===== src/common/t1_tx_alarm_pkg.sv =====
package t1_tx_alarm_pkg;
    // Register offsets on the microprocessor port.
    localparam logic [7:0] ADDR_TX_ALARM_CTRL = 8'h11;
    localparam logic [7:0] ADDR_LINE_DATA_LINK_CTRL = 8'h12;
    localparam logic [7:0] ADDR_TX_BIT_MESSAGE = 8'h13;
    // Reset values; the all-ones control idles high (inactive).
    localparam logic [7:0] RST_TX_ALARM_CTRL = 8'h10;
    localparam logic [7:0] RST_LINE_DATA_LINK_CTRL = 8'h00;
    localparam logic [7:0] RST_TX_BIT_MESSAGE = 8'h00;
    // Transmit alarm control field positions.
    localparam int B_SUPERFRAME_YELLOW_TX = 7;
    localparam int B_SECONDARY_YELLOW_TX = 6;
    localparam int B_CHANNEL_BIT2_YELLOW = 5;
    localparam int B_TX_ALL_ONES_N = 4;
    localparam int B_LOOP_UP_CODE_TX = 3;
    localparam int B_LOOP_DOWN_CODE_TX = 2;
    localparam int B_SECONDARY_ALARM_TRUNK = 1;
    localparam int B_OVERHEAD_OVERRIDE = 0;
    // Data link control field positions.
    localparam int B_EXTERNAL_LINK_ENABLE = 7;
    localparam int B_BIT_MESSAGE_ENABLE = 6;
    localparam int B_FDL_HDLC_SELECT = 5;
    localparam int B_CHANNEL_HDLC_SELECT = 4;
    localparam int B_TX_MULTIFRAME_ALIGN = 3;
    localparam int B_TRANSPARENT_MODE = 2;
    localparam int B_JAPAN_SYNC_MODE = 1;
    localparam int B_CHANNEL_LINK_RATE_SEL = 0;
    // Frame geometry: bit 0 is the S bit, 1..192 carry 24 channels.
    localparam logic [7:0] LAST_BIT_OF_FRAME = 8'hc0;
    localparam logic [7:0] FIRST_BIT_OF_CH24 = 8'hb9;
    localparam logic [4:0] ESF_FRAMES = 5'h18;
    localparam logic [4:0] D4_FRAMES = 5'h0c;
    localparam logic [4:0] SECONDARY_YELLOW_FRAME = 5'h0c;
    localparam logic [2:0] LOOP_UP_LEN = 3'h5;
    localparam logic [1:0] LOOP_DOWN_LEN = 2'h3;
endpackage


===== src/rtl/t1_tx_alarm_and_data_link_ctrl.sv =====
`timescale 1ns/1ps
module t1_tx_alarm_and_data_link_ctrl
(
    input wire logic i_clk_sys,
    input wire logic i_reset,
    input wire logic i_cs,
    input wire logic i_wr,
    input wire logic i_rd,
    input wire logic [7:0] i_addr,
    input wire logic [7:0] i_wdata,
    output logic [7:0] o_rdata,
    output logic o_rdata_valid,
    input wire logic i_esf_mode,
    input wire logic i_bit_en,
    input wire logic i_backplane_data_in,
    output logic o_backplane_data_take,
    input wire logic i_crc6_bit,
    input wire logic i_ext_link_bit,
    output logic o_ext_link_take,
    input wire logic i_hdlc_fdl_bit,
    output logic o_hdlc_fdl_take,
    input wire logic i_hdlc_chan_bit,
    output logic o_hdlc_chan_take,
    output logic o_line_tx_bit,
    output logic o_line_tx_valid,
    output logic o_line_tx_sbit,
    input wire logic i_rx_sbit_strobe,
    input wire logic i_rx_sbit,
    input wire logic [4:0] i_rx_frame_num,
    output logic o_rx_fs_error_count_en,
    output logic o_secondary_yellow_det,
    input wire logic i_secondary_yellow_clr,
    output logic o_rx_link_enable,
    output logic o_crc_include_sbits,
    output logic o_transparent_mode
);
    import t1_tx_alarm_pkg::*;

    typedef struct packed {
        logic [7:0] alarm_r;
        logic [7:0] link_r;
        logic [7:0] msg_r;
        logic [7:0] rdata_r;
        logic rvalid_r;
        logic [7:0] bit_r;
        logic [4:0] frame_r;
        logic [3:0] fdl_r;
        logic [2:0] lu_r;
        logic [1:0] ld_r;
        logic line_bit_r;
        logic line_valid_r;
        logic line_sbit_r;
        logic sec_yel_r;
    } state_t;

    state_t st_r;
    state_t st_nxt;

    // D4 framing pattern for frames 1..12: Ft on odd, Fs on even frames.
    function automatic logic d4_sbit(input logic [4:0] f);
        logic [4:0] i;
        i = 5'((f - 5'h01) >> 1);
        if (f[0])
            d4_sbit = ~i[0];
        else
            d4_sbit = (i == 5'h2) || (i == 5'h3) || (i == 5'h4);
    endfunction

    // ESF framing pattern sequence 001011 in frames 4, 8, ... 24.
    function automatic logic esf_fps(input logic [4:0] f);
        logic [4:0] i;
        i = 5'(f >> 2);
        esf_fps = (i == 5'h3) || (i == 5'h5) || (i == 5'h6);
    endfunction

    logic [7:0] alarm;
    logic [7:0] link;
    logic esf;
    logic [4:0] frames;
    logic sslot;
    logic [2:0] ch_bit;
    logic ch24;
    logic fdl_slot;
    logic fs_slot;
    logic pattern_on;
    logic pattern_bit;
    logic sbit;
    logic data_bit;
    logic next_bit;

    assign alarm = st_r.alarm_r;
    assign link = st_r.link_r;
    assign esf = i_esf_mode;
    assign frames = esf ? ESF_FRAMES : D4_FRAMES;
    assign sslot = (st_r.bit_r == 8'h00);
    assign ch_bit = 3'((st_r.bit_r - 8'h01) & 8'h07);
    assign ch24 = (st_r.bit_r >= FIRST_BIT_OF_CH24);
    assign fdl_slot = esf && sslot && st_r.frame_r[0];
    assign fs_slot = !esf && sslot && !st_r.frame_r[0];
    // The all-ones control wins, then loop-up, then loop-down.
    assign pattern_on = !alarm[B_TX_ALL_ONES_N] || alarm[B_LOOP_UP_CODE_TX]
        || alarm[B_LOOP_DOWN_CODE_TX];

    always_comb
    begin
        if (!alarm[B_TX_ALL_ONES_N])
            pattern_bit = 1'b1;
        else if (alarm[B_LOOP_UP_CODE_TX])
            pattern_bit = (st_r.lu_r == LOOP_UP_LEN - 3'h1);
        else
            pattern_bit = (st_r.ld_r == LOOP_DOWN_LEN - 2'h1);
    end

    // Overhead bit selection for the S-bit slot.
    always_comb
    begin
        o_ext_link_take = 1'b0;
        o_hdlc_fdl_take = 1'b0;
        if (esf)
        begin
            if (!st_r.frame_r[0] && !st_r.frame_r[1])
                sbit = esf_fps(st_r.frame_r);
            else if (!st_r.frame_r[0])
                sbit = i_crc6_bit;
            else if (alarm[B_SUPERFRAME_YELLOW_TX])
                sbit = link[B_JAPAN_SYNC_MODE] || !st_r.fdl_r[3];
            else if (link[B_EXTERNAL_LINK_ENABLE])
            begin
                sbit = i_ext_link_bit;
                o_ext_link_take = i_bit_en && sslot;
            end
            else if (link[B_BIT_MESSAGE_ENABLE])
                sbit = !st_r.fdl_r[3] || st_r.msg_r[3'(~st_r.fdl_r[2:0])];
            else if (link[B_FDL_HDLC_SELECT])
            begin
                sbit = i_hdlc_fdl_bit;
                o_hdlc_fdl_take = i_bit_en && sslot;
            end
            else
                sbit = 1'b1;
        end
        else if (fs_slot && link[B_EXTERNAL_LINK_ENABLE])
        begin
            sbit = i_ext_link_bit;
            o_ext_link_take = i_bit_en;
        end
        else if (fs_slot && alarm[B_SECONDARY_YELLOW_TX]
                 && st_r.frame_r == SECONDARY_YELLOW_FRAME)
            sbit = 1'b1;
        else
            sbit = d4_sbit(st_r.frame_r);
        o_ext_link_take = o_ext_link_take && (fdl_slot || fs_slot);
        o_hdlc_fdl_take = o_hdlc_fdl_take && fdl_slot;
    end

    // Payload bit selection for channel slots.
    always_comb
    begin
        o_backplane_data_take = 1'b0;
        o_hdlc_chan_take = 1'b0;
        if (ch24 && link[B_CHANNEL_HDLC_SELECT])
        begin
            // Bit 8 is held at one at 56 kbit/s, so forced stuffing on an
            // all-zero octet cannot corrupt the link data.
            if (ch_bit == 3'h7 && !link[B_CHANNEL_LINK_RATE_SEL])
                data_bit = 1'b1;
            else
            begin
                data_bit = i_hdlc_chan_bit;
                o_hdlc_chan_take = i_bit_en;
            end
        end
        else
        begin
            data_bit = i_backplane_data_in;
            o_backplane_data_take = i_bit_en;
        end
        if (alarm[B_CHANNEL_BIT2_YELLOW] && ch_bit == 3'h1)
            data_bit = 1'b0;
    end

    always_comb
    begin
        if (pattern_on && (sslot -> !alarm[B_OVERHEAD_OVERRIDE]))
            next_bit = pattern_bit;
        else if (link[B_TRANSPARENT_MODE])
            next_bit = i_backplane_data_in;
        else if (sslot)
            next_bit = sbit;
        else
            next_bit = data_bit;
    end

    always_comb
    begin
        st_nxt = st_r;
        st_nxt.rvalid_r = 1'b0;
        if (i_cs && i_wr)
        begin
            if (i_addr == ADDR_TX_ALARM_CTRL)
                st_nxt.alarm_r = i_wdata;
            else if (i_addr == ADDR_LINE_DATA_LINK_CTRL)
                st_nxt.link_r = i_wdata;
            else if (i_addr == ADDR_TX_BIT_MESSAGE)
                st_nxt.msg_r = i_wdata;
        end
        if (i_cs && i_rd)
        begin
            st_nxt.rvalid_r = 1'b1;
            if (i_addr == ADDR_TX_ALARM_CTRL)
                st_nxt.rdata_r = st_r.alarm_r;
            else if (i_addr == ADDR_LINE_DATA_LINK_CTRL)
                st_nxt.rdata_r = st_r.link_r;
            else if (i_addr == ADDR_TX_BIT_MESSAGE)
                st_nxt.rdata_r = st_r.msg_r;
            else
                st_nxt.rdata_r = 8'h00;
        end
        st_nxt.line_valid_r = i_bit_en;
        if (i_bit_en)
        begin
            st_nxt.line_bit_r = next_bit;
            st_nxt.line_sbit_r = sslot;
            if (pattern_on && !link[B_TRANSPARENT_MODE]
                && (sslot -> !alarm[B_OVERHEAD_OVERRIDE]))
            begin
                st_nxt.lu_r = (st_r.lu_r == LOOP_UP_LEN - 3'h1) ? 3'h0
                    : st_r.lu_r + 3'h1;
                st_nxt.ld_r = (st_r.ld_r == LOOP_DOWN_LEN - 2'h1) ? 2'h0
                    : st_r.ld_r + 2'h1;
            end
            if (fdl_slot)
                st_nxt.fdl_r = st_r.fdl_r + 4'h1;
            if (st_r.bit_r == LAST_BIT_OF_FRAME)
            begin
                st_nxt.bit_r = 8'h00;
                st_nxt.frame_r = (st_r.frame_r >= frames) ? 5'h01
                    : st_r.frame_r + 5'h01;
            end
            else
                st_nxt.bit_r = st_r.bit_r + 8'h01;
        end
        // Realigning restarts the superframe at the next frame-1 S bit
        // the receiver reports; a mid-frame jump is accepted as a one-off
        // glitch on the line rather than delaying alignment.
        if (link[B_TX_MULTIFRAME_ALIGN] && i_rx_sbit_strobe
            && i_rx_frame_num == 5'h01)
        begin
            st_nxt.frame_r = 5'h01;
            st_nxt.bit_r = 8'h01;
        end
        if (i_secondary_yellow_clr)
            st_nxt.sec_yel_r = 1'b0;
        if (i_rx_sbit_strobe && !esf && alarm[B_SECONDARY_ALARM_TRUNK]
            && i_rx_frame_num == SECONDARY_YELLOW_FRAME && i_rx_sbit)
            st_nxt.sec_yel_r = 1'b1;
    end

    always_ff @(posedge i_clk_sys)
    begin
        if (i_reset)
        begin
            st_r <= '0;
            st_r.alarm_r <= RST_TX_ALARM_CTRL;
            st_r.link_r <= RST_LINE_DATA_LINK_CTRL;
            st_r.msg_r <= RST_TX_BIT_MESSAGE;
            st_r.frame_r <= 5'h01;
        end
        else
            st_r <= st_nxt;
    end

    // With the secondary alarm trunk bit set, the frame-12 Fs bit is left out of framing error counting.
    assign o_rx_fs_error_count_en = i_rx_sbit_strobe && !esf
        && !i_rx_frame_num[0]
        && !(alarm[B_SECONDARY_ALARM_TRUNK]
             && i_rx_frame_num == SECONDARY_YELLOW_FRAME);
    assign o_rx_link_enable = 1'b1;
    assign o_crc_include_sbits = link[B_JAPAN_SYNC_MODE];
    assign o_transparent_mode = link[B_TRANSPARENT_MODE];
    assign o_secondary_yellow_det = st_r.sec_yel_r;
    assign o_rdata = st_r.rdata_r;
    assign o_rdata_valid = st_r.rvalid_r;
    assign o_line_tx_bit = st_r.line_bit_r;
    assign o_line_tx_valid = st_r.line_valid_r;
    assign o_line_tx_sbit = st_r.line_sbit_r;
endmodule


===== config.mk =====
export PLATFORM = sky130hd
export DESIGN_NAME = t1_tx_alarm_and_data_link_ctrl
export DESIGN_NICKNAME = d
export VERILOG_FILES = /design/src/common/t1_tx_alarm_pkg.sv /design/src/rtl/t1_tx_alarm_and_data_link_ctrl.sv
export SDC_FILE = /design/constraint.sdc
export NUM_CORES = 1
export LEC_CHECK = 0
export BUFFER_PORTS_ARGS = -buffer_cell sky130_fd_sc_hd__buf_2
export CAP_MARGIN = 15
export CORE_ASPECT_RATIO = 2
export CORE_MARGIN = 2
export CORE_UTILIZATION = 51
export CTS_CLUSTER_DIAMETER = 30
export DETAILED_ROUTE_END_ITERATION = 6
export GPL_ROUTABILITY_DRIVEN = 0
export HOLD_SLACK_MARGIN = 0.02
export PLACE_DENSITY = 0.84
export SETUP_SLACK_MARGIN = 0.1
export SYNTH_ARGS = -nofsm -noshare
export SYNTH_HDL_FRONTEND = slang
export SYNTH_SLANG_ARGS = --single-unit
export TNS_END_PERCENT = 5

===== constraint.sdc =====
create_clock -name i_clk_sys -period 1.8 [get_ports i_clk_sys]
set_input_delay 0.18 -clock i_clk_sys [delete_from_list [all_inputs] [get_ports i_clk_sys]]
set_output_delay 0.18 -clock i_clk_sys [all_outputs]
set_load 0.05 [all_outputs]

==> results.py <==
metrics = {
    "power": {
        "p_leak_nw": 1.89,
        "power_density_nw_per_um2": 804,
        "irDropWorstVdd_uv": 684,
    },
    "finish": {
        "multi_input_area_um2": 1960,
        "seqCellArea_um2": 1190,
        "filler_cell_count": 480,
        "post-route-util": 0.669,
        "drive_above_1_share": 0.291,
        "fin_nets": 489,
        "diodes": 0,
        "area_growth_syn_to_layout_pct": 28.6,
        "postLayoutCellArea_um2": 4160,
    },
    "critical_path": {
        "crit_type": "register to output pin",
        "reg2reg_depth": 8,
        "slowest_stage": "or3_4",
        "slowest_delay_ps": 360,
        "startpoint_type": "register",
        "crit_required_ps": 1620,
        "cp-end-kind": "output pin",
        "crit_arrival_ps": 1840,
        "cp_cell_sequence": "inv_4, ha_4, nor4b_4, or3_4, a311oi_4, buf_6",
        "crit_fanout": 3,
    },
    "synth": {
        "synth_area_um2": 3230,
        "synth_compound_area_frac": 0.130,
        "async_flop_share": 0,
        "netlist_instances": 373,
        "ys_types": 59,
        "avgSynthCellArea_um2": 8.66,
        "synthAdderAreaFrac": 0.0465,
        "synth_xor_area_frac": 0.0407,
        "synth-edff-count": 0,
        "synthMuxAreaShare": 0.0914,
        "ys_ff_latch": 59,
        "seq_area_frac_synth": 0.366,
        "synth_top_family_by_area": "simple AND/OR/NAND/NOR gates",
        "synth_nets": 421,
        "yosys.area_share.simple": 0.257,
        "yosys_warnings": 0,
        "synth_ff_type": "dfxtp_1",
    },
    "cts": {
        "cts_root_buf": "clkbuf_16",
        "clock_sinks": 59,
        "clock_path_buffers": 2,
        "clock_latency_ps": 330,
        "cts_tree": "built",
        "path_clk_slew_ps": 50,
        "cts_made_buffers": 9,
        "h-tree-depth": 3,
    },
    "sta": {
        "fin_crit_ps": 2020,
        "hold_viol": 0,
        "grt_setup_unrepaired": "true",
        "skew_ps": 4.10,
        "timing.final.crit_share": 1.12,
        "setup_slack_ps": -217,
        "slew_viol_final": 0,
        "max_freq_mhz": 496,
        "setup_viol": 5,
    },
    "worst_hold_path": {
        "min_path_type": "primary input to register",
        "hold_depth": 3,
    },
    "place": {
        "portBuffers": 55,
        "hpwl_um": 5830,
        "dp_worst_setup_slack_ps": -198,
        "placed_area_um2": 3710,
    },
    "run_status": {
        "violations": "negative setup slack",
        "status": "complete, but fails checks",
    },
    "grt": {
        "grt_pass1_vias": 2900,
        "grt_max_degree": 40,
        "antenna_found_initial": 0,
        "grt_pass1_wl_um": 13400,
        "grtUsageTotal": 0.256,
        "grt-ovfl-total": 0,
    },
    "floorplan": {
        "core_um2": 6210,
        "initial_core_util": 0.520,
        "die_w_um": 60.3,
        "row_count": 41,
        "dieArea_um2": 7030,
        "die_y_um": 117,
        "pin_count": 57,
    },
    "route": {
        "route.detailed.drc": 0,
        "wl_per_cell_um": 15.5,
        "dr.pass1.iters": 5,
        "drtIter0Drc": 145,
        "drtAntennaViolNets": 0,
        "wirelength_um": 8250,
        "vias": 3033,
        "viasPerCell": 5.70,
    },
    "flow_run": {
        "max-cap-violations": 0,
    },
}
cell usage in the layout (no fill, tap or decap), types with 3 or more instances in the layout:
cell	count
a211o_1	3
a21o_1	3
a21oi_1	18
a221o_1	8
a31oi_1	6
and3_1	6
buf_2	51
buf_4	25
buf_6	6
clkbuf_16	9
clkinvlp_4	3
dfxtp_1	54
dfxtp_2	4
ha_1	8
ha_4	3
inv_1	14
mux2i_1	25
nand2_1	24
nand3_1	4
nand4_1	9
nand4b_1	3
nor2_1	59
nor3_1	13
nor3b_1	3
nor4_4	3
o21ai_0	3
o21ai_1	4
or3b_1	3
xnor2_1	8
xor2_1	7
per-stage QoR:
stage	hold WS, ps	power (W)	std cells	setup TNS (ps)
2_1_floorplan	260	0.00161	373	-1120
3_3_place_gp	443	0.00173	515	-403
3_5_place_dp	454	0.00174	515	-1650
4_1_cts	105	0.00333	531	-1090
5_1_grt	122	0.00346	532	-1060
6_report	106	0.00334	532	-803
critical path: cells and delay by family, from the launching register on:
kind / cells / cell delay [ps]
AO/OA/AOI/OAI: 1 / 240
adder cells (fa/ha/maj): 1 / 160
buffers and inverters: 2 / 260
flip-flops: 1 / 350
AND/OR/NAND/NOR: 2 / 490
cell type report:
type                       instances  share of cell area
sequential                        59               0.286
timing repair buffer              84               0.132
inverter                          18              0.0175
multi-input combinational        269               0.471
clock inverter                     7              0.0129
clock buffer                       9              0.0542
tap                               86              0.0259
timing repair:
item	CTS	global route
endpoints found under the setup margin	11	18
hold buffers	0	0
pin swaps	4	5
resized for setup	22	18
buffers inserted	0	1
synth_stat cells, types with 2 or more instances:
cell type,instances,share of area
dfxtp_1,59,0.37
nor2_1,59,0.069
mux2i_1,25,0.077
nand2_1,24,0.028
a21oi_1,19,0.029
inv_1,16,0.019
nor3_1,14,0.022
clkbuf_1,13,0.015
ha_1,12,0.046
buf_4,11,0.026
nand4_1,9,0.017
a221o_1,8,0.025
xnor2_1,8,0.022
xor2_1,7,0.019
a31oi_1,6,0.012
and3_1,6,0.012
nand3_1,4,0.0062
nor4b_1,4,0.011
o21ai_1,4,0.0062
a211o_1,3,0.0081
a21o_1,3,0.0070
nand4b_1,3,0.0081
nor3b_1,3,0.0070
o21ai_0,3,0.0046
or3_1,3,0.0058
or3b_1,3,0.0081
a211oi_1,2,0.0046
a221oi_1,2,0.0054
and2_1,2,0.0039
and4b_1,2,0.0062
mux4_2,2,0.014
nand2b_1,2,0.0039
nand3b_1,2,0.0046
nor2b_1,2,0.0039
nor4_4,2,0.013
o211ai_1,2,0.0046
o31ai_1,2,0.0046
logic make-up (layout without fill, tap and decap cells):
kind of cell,count (synthesis),in the layout
xor gates and xnor gates,15,15
AOI/OAI and AO/OA,61,61
and+or+nand+nor,153,153
DFF,59,59
other,1,1
adders and majority gates,12,12
buffers and inverters,45,118
muxes,27,27
routing by layer:
layer	part of all wire	track usage	vias to the layer above
met4	0.020	0.127	0
met5	0	0	-
met2	0.51	0.424	118
li1	-	-	1453
met1	0.41	0.313	1447
met3	0.056	0.0421	15
flip-flops by register name (all words and copies together), names as in the netlist:
register	cells
o_rdata_valid	1
o_line_tx_sbit	1
o_line_tx_valid	1
alarm	8
o_rdata	8
o_secondary_yellow_det	1
o_line_tx_bit	1
link	8
st_r	30
power by group:
group	switching [W]	total, W	internal [W]
Sequential	0.0000203	0.00135	0.00133
Combinational	0.000251	0.000413	0.000161
Clock	0.000640	0.00157	0.000935
final timing paths:
| path | startpoint | end | slack, ps |
|---|---|---|---|
| max | st_r[19] | o_hdlc_chan_take | -220 |
| min reg2reg | o_secondary_yellow_det | o_secondary_yellow_det | 470 |
| min | i_secondary_yellow_clr | o_secondary_yellow_det | 110 |
| max reg2reg | st_r[19] | o_line_tx_bit | -40 |
(Power assumes the default switching activity.)
